<file path="src/rtl/jtdr_defines.vh">
`ifndef JTDR_DEFINES_VH
`define JTDR_DEFINES_VH

// instruction codes, 4 bits
`define JTDR_IR_WIDTH 4
`define JTDR_INS_SCAN_N 4'h2
`define JTDR_INS_INTEST 4'hc
`define JTDR_INS_IDCODE 4'he
`define JTDR_INS_BYPASS 4'hf
`define JTDR_INS_RESTART 4'h4
`define JTDR_IR_CAPTURE 4'h1

// chain select register
`define JTDR_SEL_WIDTH 4
`define JTDR_SEL_CAPTURE 4'h8
`define JTDR_SEL_RESET 4'h0
`define JTDR_CHAIN_USER 4'h0
`define JTDR_CHAIN_CORE 4'h1
`define JTDR_CHAIN_DBGU 4'h2

// register widths and field positions
`define JTDR_ID_WIDTH 32
`define JTDR_CORE_WIDTH 33
`define JTDR_CORE_BREAK_BIT 32
`define JTDR_DBGU_WIDTH 38
`define JTDR_DBGU_RW_BIT 37
`define JTDR_DBGU_ADDR_HI 36
`define JTDR_DBGU_ADDR_LO 32
`define JTDR_BYPASS_CAPTURE 1'b0

`endif

</file>
<file path="src/rtl/jtdr_top.v">
`include "jtdr_defines.vh"

module jtdr_top #(
	parameter [31:0] ID_VALUE = 32'h1234_5671 // arbitrary value
) (
	// clock and reset
	input wire ref_clk_i,
	input wire rst_b_i,
	// debugger pins
	input wire serial_test_in_i,
	input wire test_mode_select_i,
	input wire test_clock_qualifier_i,
	output reg serial_test_out_o,
	// core data scan cells
	input wire [31:0] sys_data_in_i,
	input wire [31:0] core_data_out_i,
	output reg [31:0] core_data_in_o,
	output reg [31:0] sys_data_out_o,
	input wire external_break_input_i,
	output reg core_break_o,
	output reg system_speed_o,
	// debug state
	input wire debug_entry_i,
	input wire entry_watchpoint_i,
	output reg restart_o,
	// debug unit register port
	output reg [4:0] dbgu_addr_o,
	output reg [31:0] dbgu_wdata_o,
	output reg dbgu_write_o,
	output reg dbgu_read_o,
	input wire [31:0] dbgu_rdata_i,
	// user chain 0
	input wire user_scan_out_i,
	output reg user_capture_o,
	output reg user_shift_o,
	output reg user_update_o
);

	localparam [3:0] ST_RESET = 4'h0;
	localparam [3:0] ST_IDLE = 4'h1;
	localparam [3:0] ST_SEL_DR = 4'h2;
	localparam [3:0] ST_CAP_DR = 4'h3;
	localparam [3:0] ST_SHIFT_DR = 4'h4;
	localparam [3:0] ST_EXIT1_DR = 4'h5;
	localparam [3:0] ST_PAUSE_DR = 4'h6;
	localparam [3:0] ST_EXIT2_DR = 4'h7;
	localparam [3:0] ST_UPD_DR = 4'h8;
	localparam [3:0] ST_SEL_IR = 4'h9;
	localparam [3:0] ST_CAP_IR = 4'ha;
	localparam [3:0] ST_SHIFT_IR = 4'hb;
	localparam [3:0] ST_EXIT1_IR = 4'hc;
	localparam [3:0] ST_PAUSE_IR = 4'hd;
	localparam [3:0] ST_EXIT2_IR = 4'he;
	localparam [3:0] ST_UPD_IR = 4'hf;

	// pin synchronisers; all three pass the same depth so they stay aligned
	reg tdi_s1_reg, tdi_s2_reg;
	reg tms_s1_reg, tms_s2_reg;
	reg en_s1_reg, en_s2_reg;

	reg [3:0] state_reg, state_next;
	reg [3:0] instr_reg;
	reg [3:0] ir_shift_reg;
	reg [3:0] chain_sel_reg;
	reg [3:0] sel_shift_reg;
	reg bypass_reg;
	reg [31:0] id_shift_reg;
	reg [32:0] core_shift_reg;
	reg [32:0] core_par_reg;
	reg [37:0] dbgu_shift_reg;
	reg dbgu_load_reg;
	reg entry_pending_reg;
	reg entry_cause_reg;

	wire tdi = tdi_s2_reg;
	wire tms = tms_s2_reg;
	wire en = en_s2_reg;

	// instruction decode; anything undefined falls through to bypass
	wire ins_scan_n = (instr_reg == `JTDR_INS_SCAN_N);
	wire ins_intest = (instr_reg == `JTDR_INS_INTEST);
	wire ins_idcode = (instr_reg == `JTDR_INS_IDCODE);
	wire ins_restart = (instr_reg == `JTDR_INS_RESTART);
	wire ins_bypass = !(ins_scan_n || ins_intest || ins_idcode);

	wire sel_user = ins_intest && (chain_sel_reg == `JTDR_CHAIN_USER);
	wire sel_core = ins_intest && (chain_sel_reg == `JTDR_CHAIN_CORE);
	wire sel_dbgu = ins_intest && (chain_sel_reg == `JTDR_CHAIN_DBGU);

	wire cap_dr = en && (state_reg == ST_CAP_DR);
	wire sh_dr = en && (state_reg == ST_SHIFT_DR);
	wire up_dr = en && (state_reg == ST_UPD_DR);
	wire cap_ir = en && (state_reg == ST_CAP_IR);
	wire sh_ir = en && (state_reg == ST_SHIFT_IR);
	wire up_ir = en && (state_reg == ST_UPD_IR);

	// instruction in force after this edge, so a restart loaded on the way into idle counts
	wire [3:0] instr_eff = up_ir ? ir_shift_reg : instr_reg;

	always @(posedge ref_clk_i) begin
		if (!rst_b_i) begin
			tdi_s1_reg <= 1'b0;
			tdi_s2_reg <= 1'b0;
			tms_s1_reg <= 1'b1;
			tms_s2_reg <= 1'b1;
			en_s1_reg <= 1'b0;
			en_s2_reg <= 1'b0;
		end else begin
			tdi_s1_reg <= serial_test_in_i;
			tdi_s2_reg <= tdi_s1_reg;
			tms_s1_reg <= test_mode_select_i;
			tms_s2_reg <= tms_s1_reg;
			en_s1_reg <= test_clock_qualifier_i;
			en_s2_reg <= en_s1_reg;
		end
	end

	// test controller
	always @* begin
		case (state_reg)
		ST_RESET: state_next = tms ? ST_RESET : ST_IDLE;
		ST_IDLE: state_next = tms ? ST_SEL_DR : ST_IDLE;
		ST_SEL_DR: state_next = tms ? ST_SEL_IR : ST_CAP_DR;
		ST_CAP_DR: state_next = tms ? ST_EXIT1_DR : ST_SHIFT_DR;
		ST_SHIFT_DR: state_next = tms ? ST_EXIT1_DR : ST_SHIFT_DR;
		ST_EXIT1_DR: state_next = tms ? ST_UPD_DR : ST_PAUSE_DR;
		ST_PAUSE_DR: state_next = tms ? ST_EXIT2_DR : ST_PAUSE_DR;
		ST_EXIT2_DR: state_next = tms ? ST_UPD_DR : ST_SHIFT_DR;
		ST_UPD_DR: state_next = tms ? ST_SEL_DR : ST_IDLE;
		ST_SEL_IR: state_next = tms ? ST_RESET : ST_CAP_IR;
		ST_CAP_IR: state_next = tms ? ST_EXIT1_IR : ST_SHIFT_IR;
		ST_SHIFT_IR: state_next = tms ? ST_EXIT1_IR : ST_SHIFT_IR;
		ST_EXIT1_IR: state_next = tms ? ST_UPD_IR : ST_PAUSE_IR;
		ST_PAUSE_IR: state_next = tms ? ST_EXIT2_IR : ST_PAUSE_IR;
		ST_EXIT2_IR: state_next = tms ? ST_UPD_IR : ST_SHIFT_IR;
		ST_UPD_IR: state_next = tms ? ST_SEL_DR : ST_IDLE;
		default: state_next = ST_RESET;
		endcase
	end

	always @(posedge ref_clk_i) begin
		if (!rst_b_i) begin
			state_reg <= ST_RESET;
		end else if (en) begin
			state_reg <= state_next;
		end
	end

	// instruction register
	always @(posedge ref_clk_i) begin
		if (!rst_b_i) begin
			ir_shift_reg <= `JTDR_IR_CAPTURE;
			instr_reg <= `JTDR_INS_IDCODE;
		end else begin
			if (cap_ir) begin
				ir_shift_reg <= `JTDR_IR_CAPTURE;
			end else if (sh_ir) begin
				ir_shift_reg <= {tdi, ir_shift_reg[3:1]};
			end
			if (en && state_reg == ST_RESET) begin
				instr_reg <= `JTDR_INS_IDCODE;
			end else if (up_ir) begin
				instr_reg <= ir_shift_reg;
			end
		end
	end

	// chain select register
	always @(posedge ref_clk_i) begin
		if (!rst_b_i) begin
			sel_shift_reg <= `JTDR_SEL_CAPTURE;
			chain_sel_reg <= `JTDR_SEL_RESET;
		end else begin
			if (ins_scan_n && cap_dr) begin
				sel_shift_reg <= `JTDR_SEL_CAPTURE;
			end else if (ins_scan_n && sh_dr) begin
				sel_shift_reg <= {tdi, sel_shift_reg[3:1]};
			end
			if (en && state_reg == ST_RESET) begin
				chain_sel_reg <= `JTDR_SEL_RESET;
			end else if (ins_scan_n && up_dr) begin
				chain_sel_reg <= sel_shift_reg;
			end
		end
	end

	// bypass bit and identity register
	always @(posedge ref_clk_i) begin
		if (!rst_b_i) begin
			bypass_reg <= `JTDR_BYPASS_CAPTURE;
			id_shift_reg <= 32'h0000_0000;
		end else begin
			if (ins_bypass && cap_dr) begin
				bypass_reg <= `JTDR_BYPASS_CAPTURE;
			end else if (ins_bypass && sh_dr) begin
				bypass_reg <= tdi;
			end
			if (ins_idcode && cap_dr) begin
				id_shift_reg <= ID_VALUE;
			end else if (ins_idcode && sh_dr) begin
				id_shift_reg <= {tdi, id_shift_reg[31:1]};
			end
		end
	end

	// entry cause is held until the core chain is first captured
	always @(posedge ref_clk_i) begin
		if (!rst_b_i) begin
			entry_pending_reg <= 1'b0;
			entry_cause_reg <= 1'b0;
		end else if (debug_entry_i) begin
			entry_pending_reg <= 1'b1;
			entry_cause_reg <= entry_watchpoint_i;
		end else if (sel_core && cap_dr) begin
			entry_pending_reg <= 1'b0;
		end
	end

	// core data chain: break cell at bit 32 is the first bit out
	always @(posedge ref_clk_i) begin
		if (!rst_b_i) begin
			core_shift_reg <= 33'h0_0000_0000;
			core_par_reg <= 33'h0_0000_0000;
		end else begin
			if (sel_core && cap_dr) begin
				core_shift_reg[31:0] <= core_data_out_i;
				if (entry_pending_reg) begin
					core_shift_reg[`JTDR_CORE_BREAK_BIT] <= entry_cause_reg;
				end else begin
					core_shift_reg[`JTDR_CORE_BREAK_BIT] <= external_break_input_i;
				end
			end else if (sel_core && sh_dr) begin
				core_shift_reg <= {core_shift_reg[31:0], tdi};
			end
			if (sel_core && up_dr) begin
				core_par_reg <= core_shift_reg;
			end
		end
	end

	// debug unit chain: no capture; read data lands one cycle after the update
	always @(posedge ref_clk_i) begin
		if (!rst_b_i) begin
			dbgu_shift_reg <= 38'h00_0000_0000;
			dbgu_load_reg <= 1'b0;
		end else begin
			dbgu_load_reg <= sel_dbgu && up_dr && !dbgu_shift_reg[`JTDR_DBGU_RW_BIT];
			if (dbgu_load_reg) begin
				dbgu_shift_reg[31:0] <= dbgu_rdata_i;
			end else if (sel_dbgu && sh_dr) begin
				dbgu_shift_reg <= {tdi, dbgu_shift_reg[37:1]};
			end
		end
	end

	// serial path pick; a combinational choice keeps the output stage a single flop
	reg serial_out_next;
	always @* begin
		serial_out_next = 1'b0;
		if (state_reg == ST_SHIFT_IR) begin
			serial_out_next = ir_shift_reg[0];
		end else if (ins_scan_n) begin
			serial_out_next = sel_shift_reg[0];
		end else if (ins_idcode) begin
			serial_out_next = id_shift_reg[0];
		end else if (ins_bypass) begin
			serial_out_next = bypass_reg;
		end else if (sel_core) begin
			serial_out_next = core_shift_reg[`JTDR_CORE_BREAK_BIT];
		end else if (sel_dbgu) begin
			serial_out_next = dbgu_shift_reg[0];
		end else if (sel_user) begin
			// chain 0 lives outside this block; its serial bit is passed through as is
			serial_out_next = user_scan_out_i;
		end
	end

	// one scan cell per data bit: test mode swaps the pass-through for the chain
	wire [31:0] cell_to_core;
	wire [31:0] cell_to_sys;
	genvar bit_idx;
	generate
		for (bit_idx = 0; bit_idx < 32; bit_idx = bit_idx + 1) begin : g_cell
			assign cell_to_core[bit_idx] = sel_core ? core_par_reg[bit_idx] : sys_data_in_i[bit_idx];
			assign cell_to_sys[bit_idx] = sel_core ? core_shift_reg[bit_idx] : core_data_out_i[bit_idx];
		end
	endgenerate

	// serial output stage
	always @(posedge ref_clk_i) begin
		if (!rst_b_i) begin
			serial_test_out_o <= 1'b0;
		end else begin
			serial_test_out_o <= serial_out_next;
		end
	end

	// cell outputs, registered; the muxes cost one cycle of latency
	always @(posedge ref_clk_i) begin
		if (!rst_b_i) begin
			core_data_in_o <= 32'h0000_0000;
			sys_data_out_o <= 32'h0000_0000;
			core_break_o <= 1'b0;
			system_speed_o <= 1'b0;
		end else begin
			// cells drive the core and system only in test mode, except system_speed_o, which always follows the break cell of core_par_reg
			core_data_in_o <= cell_to_core;
			sys_data_out_o <= cell_to_sys;
			core_break_o <= sel_core ? core_par_reg[`JTDR_CORE_BREAK_BIT] : external_break_input_i;
			system_speed_o <= core_par_reg[`JTDR_CORE_BREAK_BIT];
		end
	end

	// restart pulse; it looks at the instruction in force after this edge
	always @(posedge ref_clk_i) begin
		if (!rst_b_i) begin
			restart_o <= 1'b0;
		end else begin
			restart_o <= en && (state_next == ST_IDLE) && (state_reg != ST_IDLE)
				&& (instr_eff == `JTDR_INS_RESTART);
		end
	end

	// debug unit and user chain strobes
	// address and data hold from the last access, so the debug unit may sample them late
	always @(posedge ref_clk_i) begin
		if (!rst_b_i) begin
			dbgu_addr_o <= 5'h00;
			dbgu_wdata_o <= 32'h0000_0000;
			dbgu_write_o <= 1'b0;
			dbgu_read_o <= 1'b0;
			user_capture_o <= 1'b0;
			user_shift_o <= 1'b0;
			user_update_o <= 1'b0;
		end else begin
			if (sel_dbgu && up_dr) begin
				dbgu_addr_o <= dbgu_shift_reg[`JTDR_DBGU_ADDR_HI:`JTDR_DBGU_ADDR_LO];
				dbgu_wdata_o <= dbgu_shift_reg[31:0];
			end
			dbgu_write_o <= sel_dbgu && up_dr && dbgu_shift_reg[`JTDR_DBGU_RW_BIT];
			dbgu_read_o <= sel_dbgu && up_dr && !dbgu_shift_reg[`JTDR_DBGU_RW_BIT];
			user_capture_o <= sel_user && cap_dr;
			user_shift_o <= sel_user && sh_dr;
			user_update_o <= sel_user && up_dr;
		end
	end

endmodule
</file>
<file path="config.mk">
export PLATFORM = sky130hd
export DESIGN_NAME = jtdr_top
export DESIGN_NICKNAME = d
export VERILOG_FILES = /design/src/rtl/jtdr_top.v
export VERILOG_INCLUDE_DIRS = /design/src /design/src/rtl
export SDC_FILE = /design/constraint.sdc
export NUM_CORES = 1
export LEC_CHECK = 0
export BUFFER_PORTS_ARGS = -buffer_cell sky130_fd_sc_hd__clkbuf_2
export CAP_MARGIN = 20
export CORE_UTILIZATION = 35
export CTS_CLUSTER_DIAMETER = 80
export DETAILED_ROUTE_END_ITERATION = 16
export MAX_ROUTING_LAYER = met4
export PLACE_DENSITY = 0.55
export SYNTH_ARGS = -nofsm -noshare
export SYNTH_HDL_FRONTEND = slang
export SYNTH_SLANG_ARGS = --single-unit
</file>
<file path="constraint.sdc">
create_clock -name ref_clk_i -period 2.5 [get_ports ref_clk_i]
set_clock_uncertainty 0.15 [all_clocks]
set_input_delay 0 -clock ref_clk_i [delete_from_list [all_inputs] [get_ports ref_clk_i]]
set_output_delay 0 -clock ref_clk_i [all_outputs]
set_load 0.03 [all_outputs]
</file>
==> impl_metrics.csv <==
group,metric,value,unit
status,status,"finished, final reports clean",
cts,clock_sinks,275,
power,clockPowerShare,0.461,
grt,grt_pass1_wl,45600,um
grt,grt_use_total,0.183,
setup_path,reg2reg_to,"core_data_in_o[24]",
cells_and_area,drive_above_1_share,0.201,
power,peakVddDrop,0.530,mV
setup_path,crit_type,"flip-flop to flip-flop",
cells_and_area,postLayoutCellArea,14300,um2
detailed_routing,met3WireLength,1480,um
grt,grt_pass1_vias,8904,
cells_and_area,largest_register_ff_count,38,
yosys,ys.flop_type,"dfxtp_1",
die,io_pins,215,
yosys,synthArstFlopShare,0,
yosys,yosysUniqueCellTypes,49,
power,power_density,659,nW/um2
yosys,synth-seq-cells,275,
die,fp.dieArea,30800,um2
detailed_routing,top_layer,"met4",
yosys,synthCells,1245,
worst_hold_path,hold_path_class,"input port to flip-flop",
cts,cts_buffers,30,
detailed_routing,drt_pass1_iterations,7,
detailed_routing,drc,0,
detailed_routing,ant_nets,0,
die,die_w,175,um
detailed_routing,met1_length,13300,um
setup_path,critPathMaxFanout,51,
timing,clock.fmax,433,MHz
timing,hold_viol_final,0,
timing,maxSlewHeadroom,0.477,
yosys,syn_avg_cell_area,8.45,um2
yosys,synth_fp_nets,1350,
yosys,syn_area,10500,um2
cts,cts.path.max_buffers,3,
power,leakagePower,0.00581,uW
detailed_routing,dr_wl_met2,13100,um
placed_design,place_area,12000,um2
setup_path,r2r_start,"instr_reg[1]",
grt,overflow,0,
grt,antenna_found_initial,1,
detailed_routing,vias,9417,
grt,grt_max_degree,66,
die,die_y,175,um
cells_and_area,fill_cells,2906,
yosys,seq_area_frac_synth,0.523,
cts,insertion_delay,0.55,ns
cts,cts.clk_slew.worst_paths,0.06,ns
worst_hold_path,hold_start,"serial_test_in_i",
timing,slew_violations,0,
cells_and_area,fin_nets,1658,
yosys,yosysWarningCount,0,
detailed_routing,wl,28300,um
placed_design,finalWeightedCongestion,0.833,
cts,cts_tree,"built",
timing,fin_setup_tns,0,ns
setup_path,cp_data_arrival_time,2.65,ns
cts,htreeDepth,1,
power,internal-power,7320,uW
die,core_area,29600,um2
timing,setup_viol,0,
setup_path,critPathCaptureType,"flip-flop",
die,initial_utilization,0.355,
power,p_sw,2110,uW
detailed_routing,first_iter_violations,503,
timing,rsz0062_at_grt,"false",
setup_path,required,2.84,ns
power,power_frac_comb,0.065,
setup_path,cp-startpoint,"instr_reg[1]",
die,rows,63,
timing,fin_crit,2.31,ns
cells_and_area,areaGrowthSynthToFinish,35.9,%
setup_path,reg2reg_slack,0.19,ns
setup_path,startpoint_type,"flip-flop",
timing,worst_pin_slew,0.774,ns
timing,whs,0.0463,ns
placed_design,dp_hpwl,17300,um
setup_path,rr_worst_depth,6,
power,seqPwrFrac,0.474,
setup_path,crit_end,"core_data_in_o[24]",
placed_design,io_buffers,214,
detailed_routing,wl_per_cell,14.4,um
yosys,synth_edf_count,0,
cts,clockRootBuffer,"clkbuf_16",
timing,period_share,0.924,
job,cap_violations,0,
detailed_routing,viasPerCell,4.79,
power,p_sw_frac,0.224,
## power by group through the flow
stage | clock, uW | sequential [uW] | combinational [uW]
after global routing | 4660 | 4480 | 659
after detailed placement | 0 | 4570 | 453
after global placement | 0 | 4570 | 453
after floorplan | 0 | 4680 | 145
after CTS | 4460 | 4470 | 607
final | 4350 | 4470 | 609
## timing repair
action / 4_1_cts / 5_1_grt
hold buffers: 125 / 0
endpoints found under the hold margin: 176 / 0
setup buffers: 0 / 0
endpoints found under the setup margin: 0 / 21
resized for setup: 0 / 4
## cell type report
class                   instances  area [um2]  area share
flip-flops and latches        275        5510       0.385
well taps                     390         488      0.0341
diodes                          1        2.50    0.000175
inverters                      10        40.0     0.00280
clock inverters                 7        63.8     0.00446
clock buffers                  46         912      0.0638
repair buffers                370        2700       0.189
multi-input cells             866        4590       0.321
## stage by stage
stage                     cells   util  power, uW  setup slack (ns)
after CTS                  1963  0.481       9540            0.0466
after global routing       1965  0.483       9790            0.0252
after global placement     1785  0.406       5020             0.371
after floorplan            1245      -       4820             0.698
final                      1965  0.483       9430             0.190
after detailed placement   1785  0.406       5020             0.331
## worst min-delay path by stage
| stage | to | slack [ns] | cells after the start |
|---|---|---|---|
| final | tdi_s1_reg | 0.05 | 3 |
| after global placement | tms_s1_reg | 0.04 | 2 |
| after detailed placement | tms_s1_reg | 0.05 | 2 |
| after floorplan | tms_s1_reg | -0.05 | 1 |
| after CTS | tdi_s1_reg | 0.03 | 3 |
| after global routing | en_s1_reg | 0.06 | 3 |
## metal layers
layer  vias up  track usage
met4         0       0.0424
met2       237        0.302
met3        37       0.0320
met5         -            -
li1       4835            -
met1      4308        0.234
## cells in the mapped netlist, types with 2 or more instances
| library cell | number | area (um2) |
|---|---|---|
| and2_1 | 9 | 56.3 |
| dfxtp_1 | 275 | 5510 |
| buf_2 | 22 | 110 |
| o211ai_1 | 3 | 22.5 |
| and3b_1 | 2 | 17.5 |
| nand2b_1 | 3 | 18.8 |
| clkbuf_1 | 57 | 214 |
| and3_1 | 5 | 31.3 |
| o221a_2 | 9 | 101 |
| a31oi_1 | 5 | 31.3 |
| nand2_1 | 361 | 1360 |
| inv_2 | 3 | 11.3 |
| a211oi_1 | 36 | 270 |
| a21boi_1 | 2 | 15.0 |
| nand3b_1 | 2 | 15.0 |
| nor3b_1 | 2 | 15.0 |
| nor2b_1 | 3 | 18.8 |
| mux2i_1 | 81 | 811 |
| nor3_2 | 3 | 30.0 |
| inv_1 | 6 | 22.5 |
| a21boi_0 | 16 | 120 |
| buf_1 | 2 | 7.51 |
| nor2_1 | 50 | 188 |
| nand3_1 | 16 | 80.1 |
| o31ai_1 | 2 | 15.0 |
| nor3_1 | 5 | 25.0 |
| o21ai_0 | 45 | 225 |
| buf_4 | 11 | 82.6 |
| a21oi_1 | 188 | 941 |
| a211o_1 | 2 | 17.5 |
## critical path, cell delays in order, from the launching register on
cell,delay (ns)
dfxtp_1,0.44
and3b_1,0.26
nand3_2,0.16
buf_6,0.36
nand2_1,0.10
a21boi_0,0.17
dlygate4sd3_1,0.57
## logic make-up after synthesis
logic type | Yosys count | synth area share
multiplexers | 81 | 0.0770
buffers and inverters | 104 | 0.0441
AO/OA/AOI/OAI | 314 | 0.172
flip-flops | 275 | 0.523
AND/OR/NAND/NOR | 470 | 0.183
XOR/XNOR | 1 | 0.000832
## cell usage in the layout, fill, tap and decap left out, types with 3 or more instances in the layout
master	count
nor3_1	3
a31oi_1	5
nand3_1	15
and2_1	8
buf_4	19
dfxtp_1	274
clkbuf_1	7
o211ai_1	3
a21boi_0	16
nor3_2	5
inv_1	6
clkbuf_2	214
nand2_1	361
o221a_2	9
buf_12	10
clkbuf_16	32
nand2b_1	3
nor2_1	48
clkbuf_8	8
and3_1	4
a211oi_1	36
dlygate4sd3_1	125
mux2i_1	81
nor2b_1	3
clkinv_2	5
o21ai_0	45
a21oi_1	188
Power figures use the tool's default switching activity.
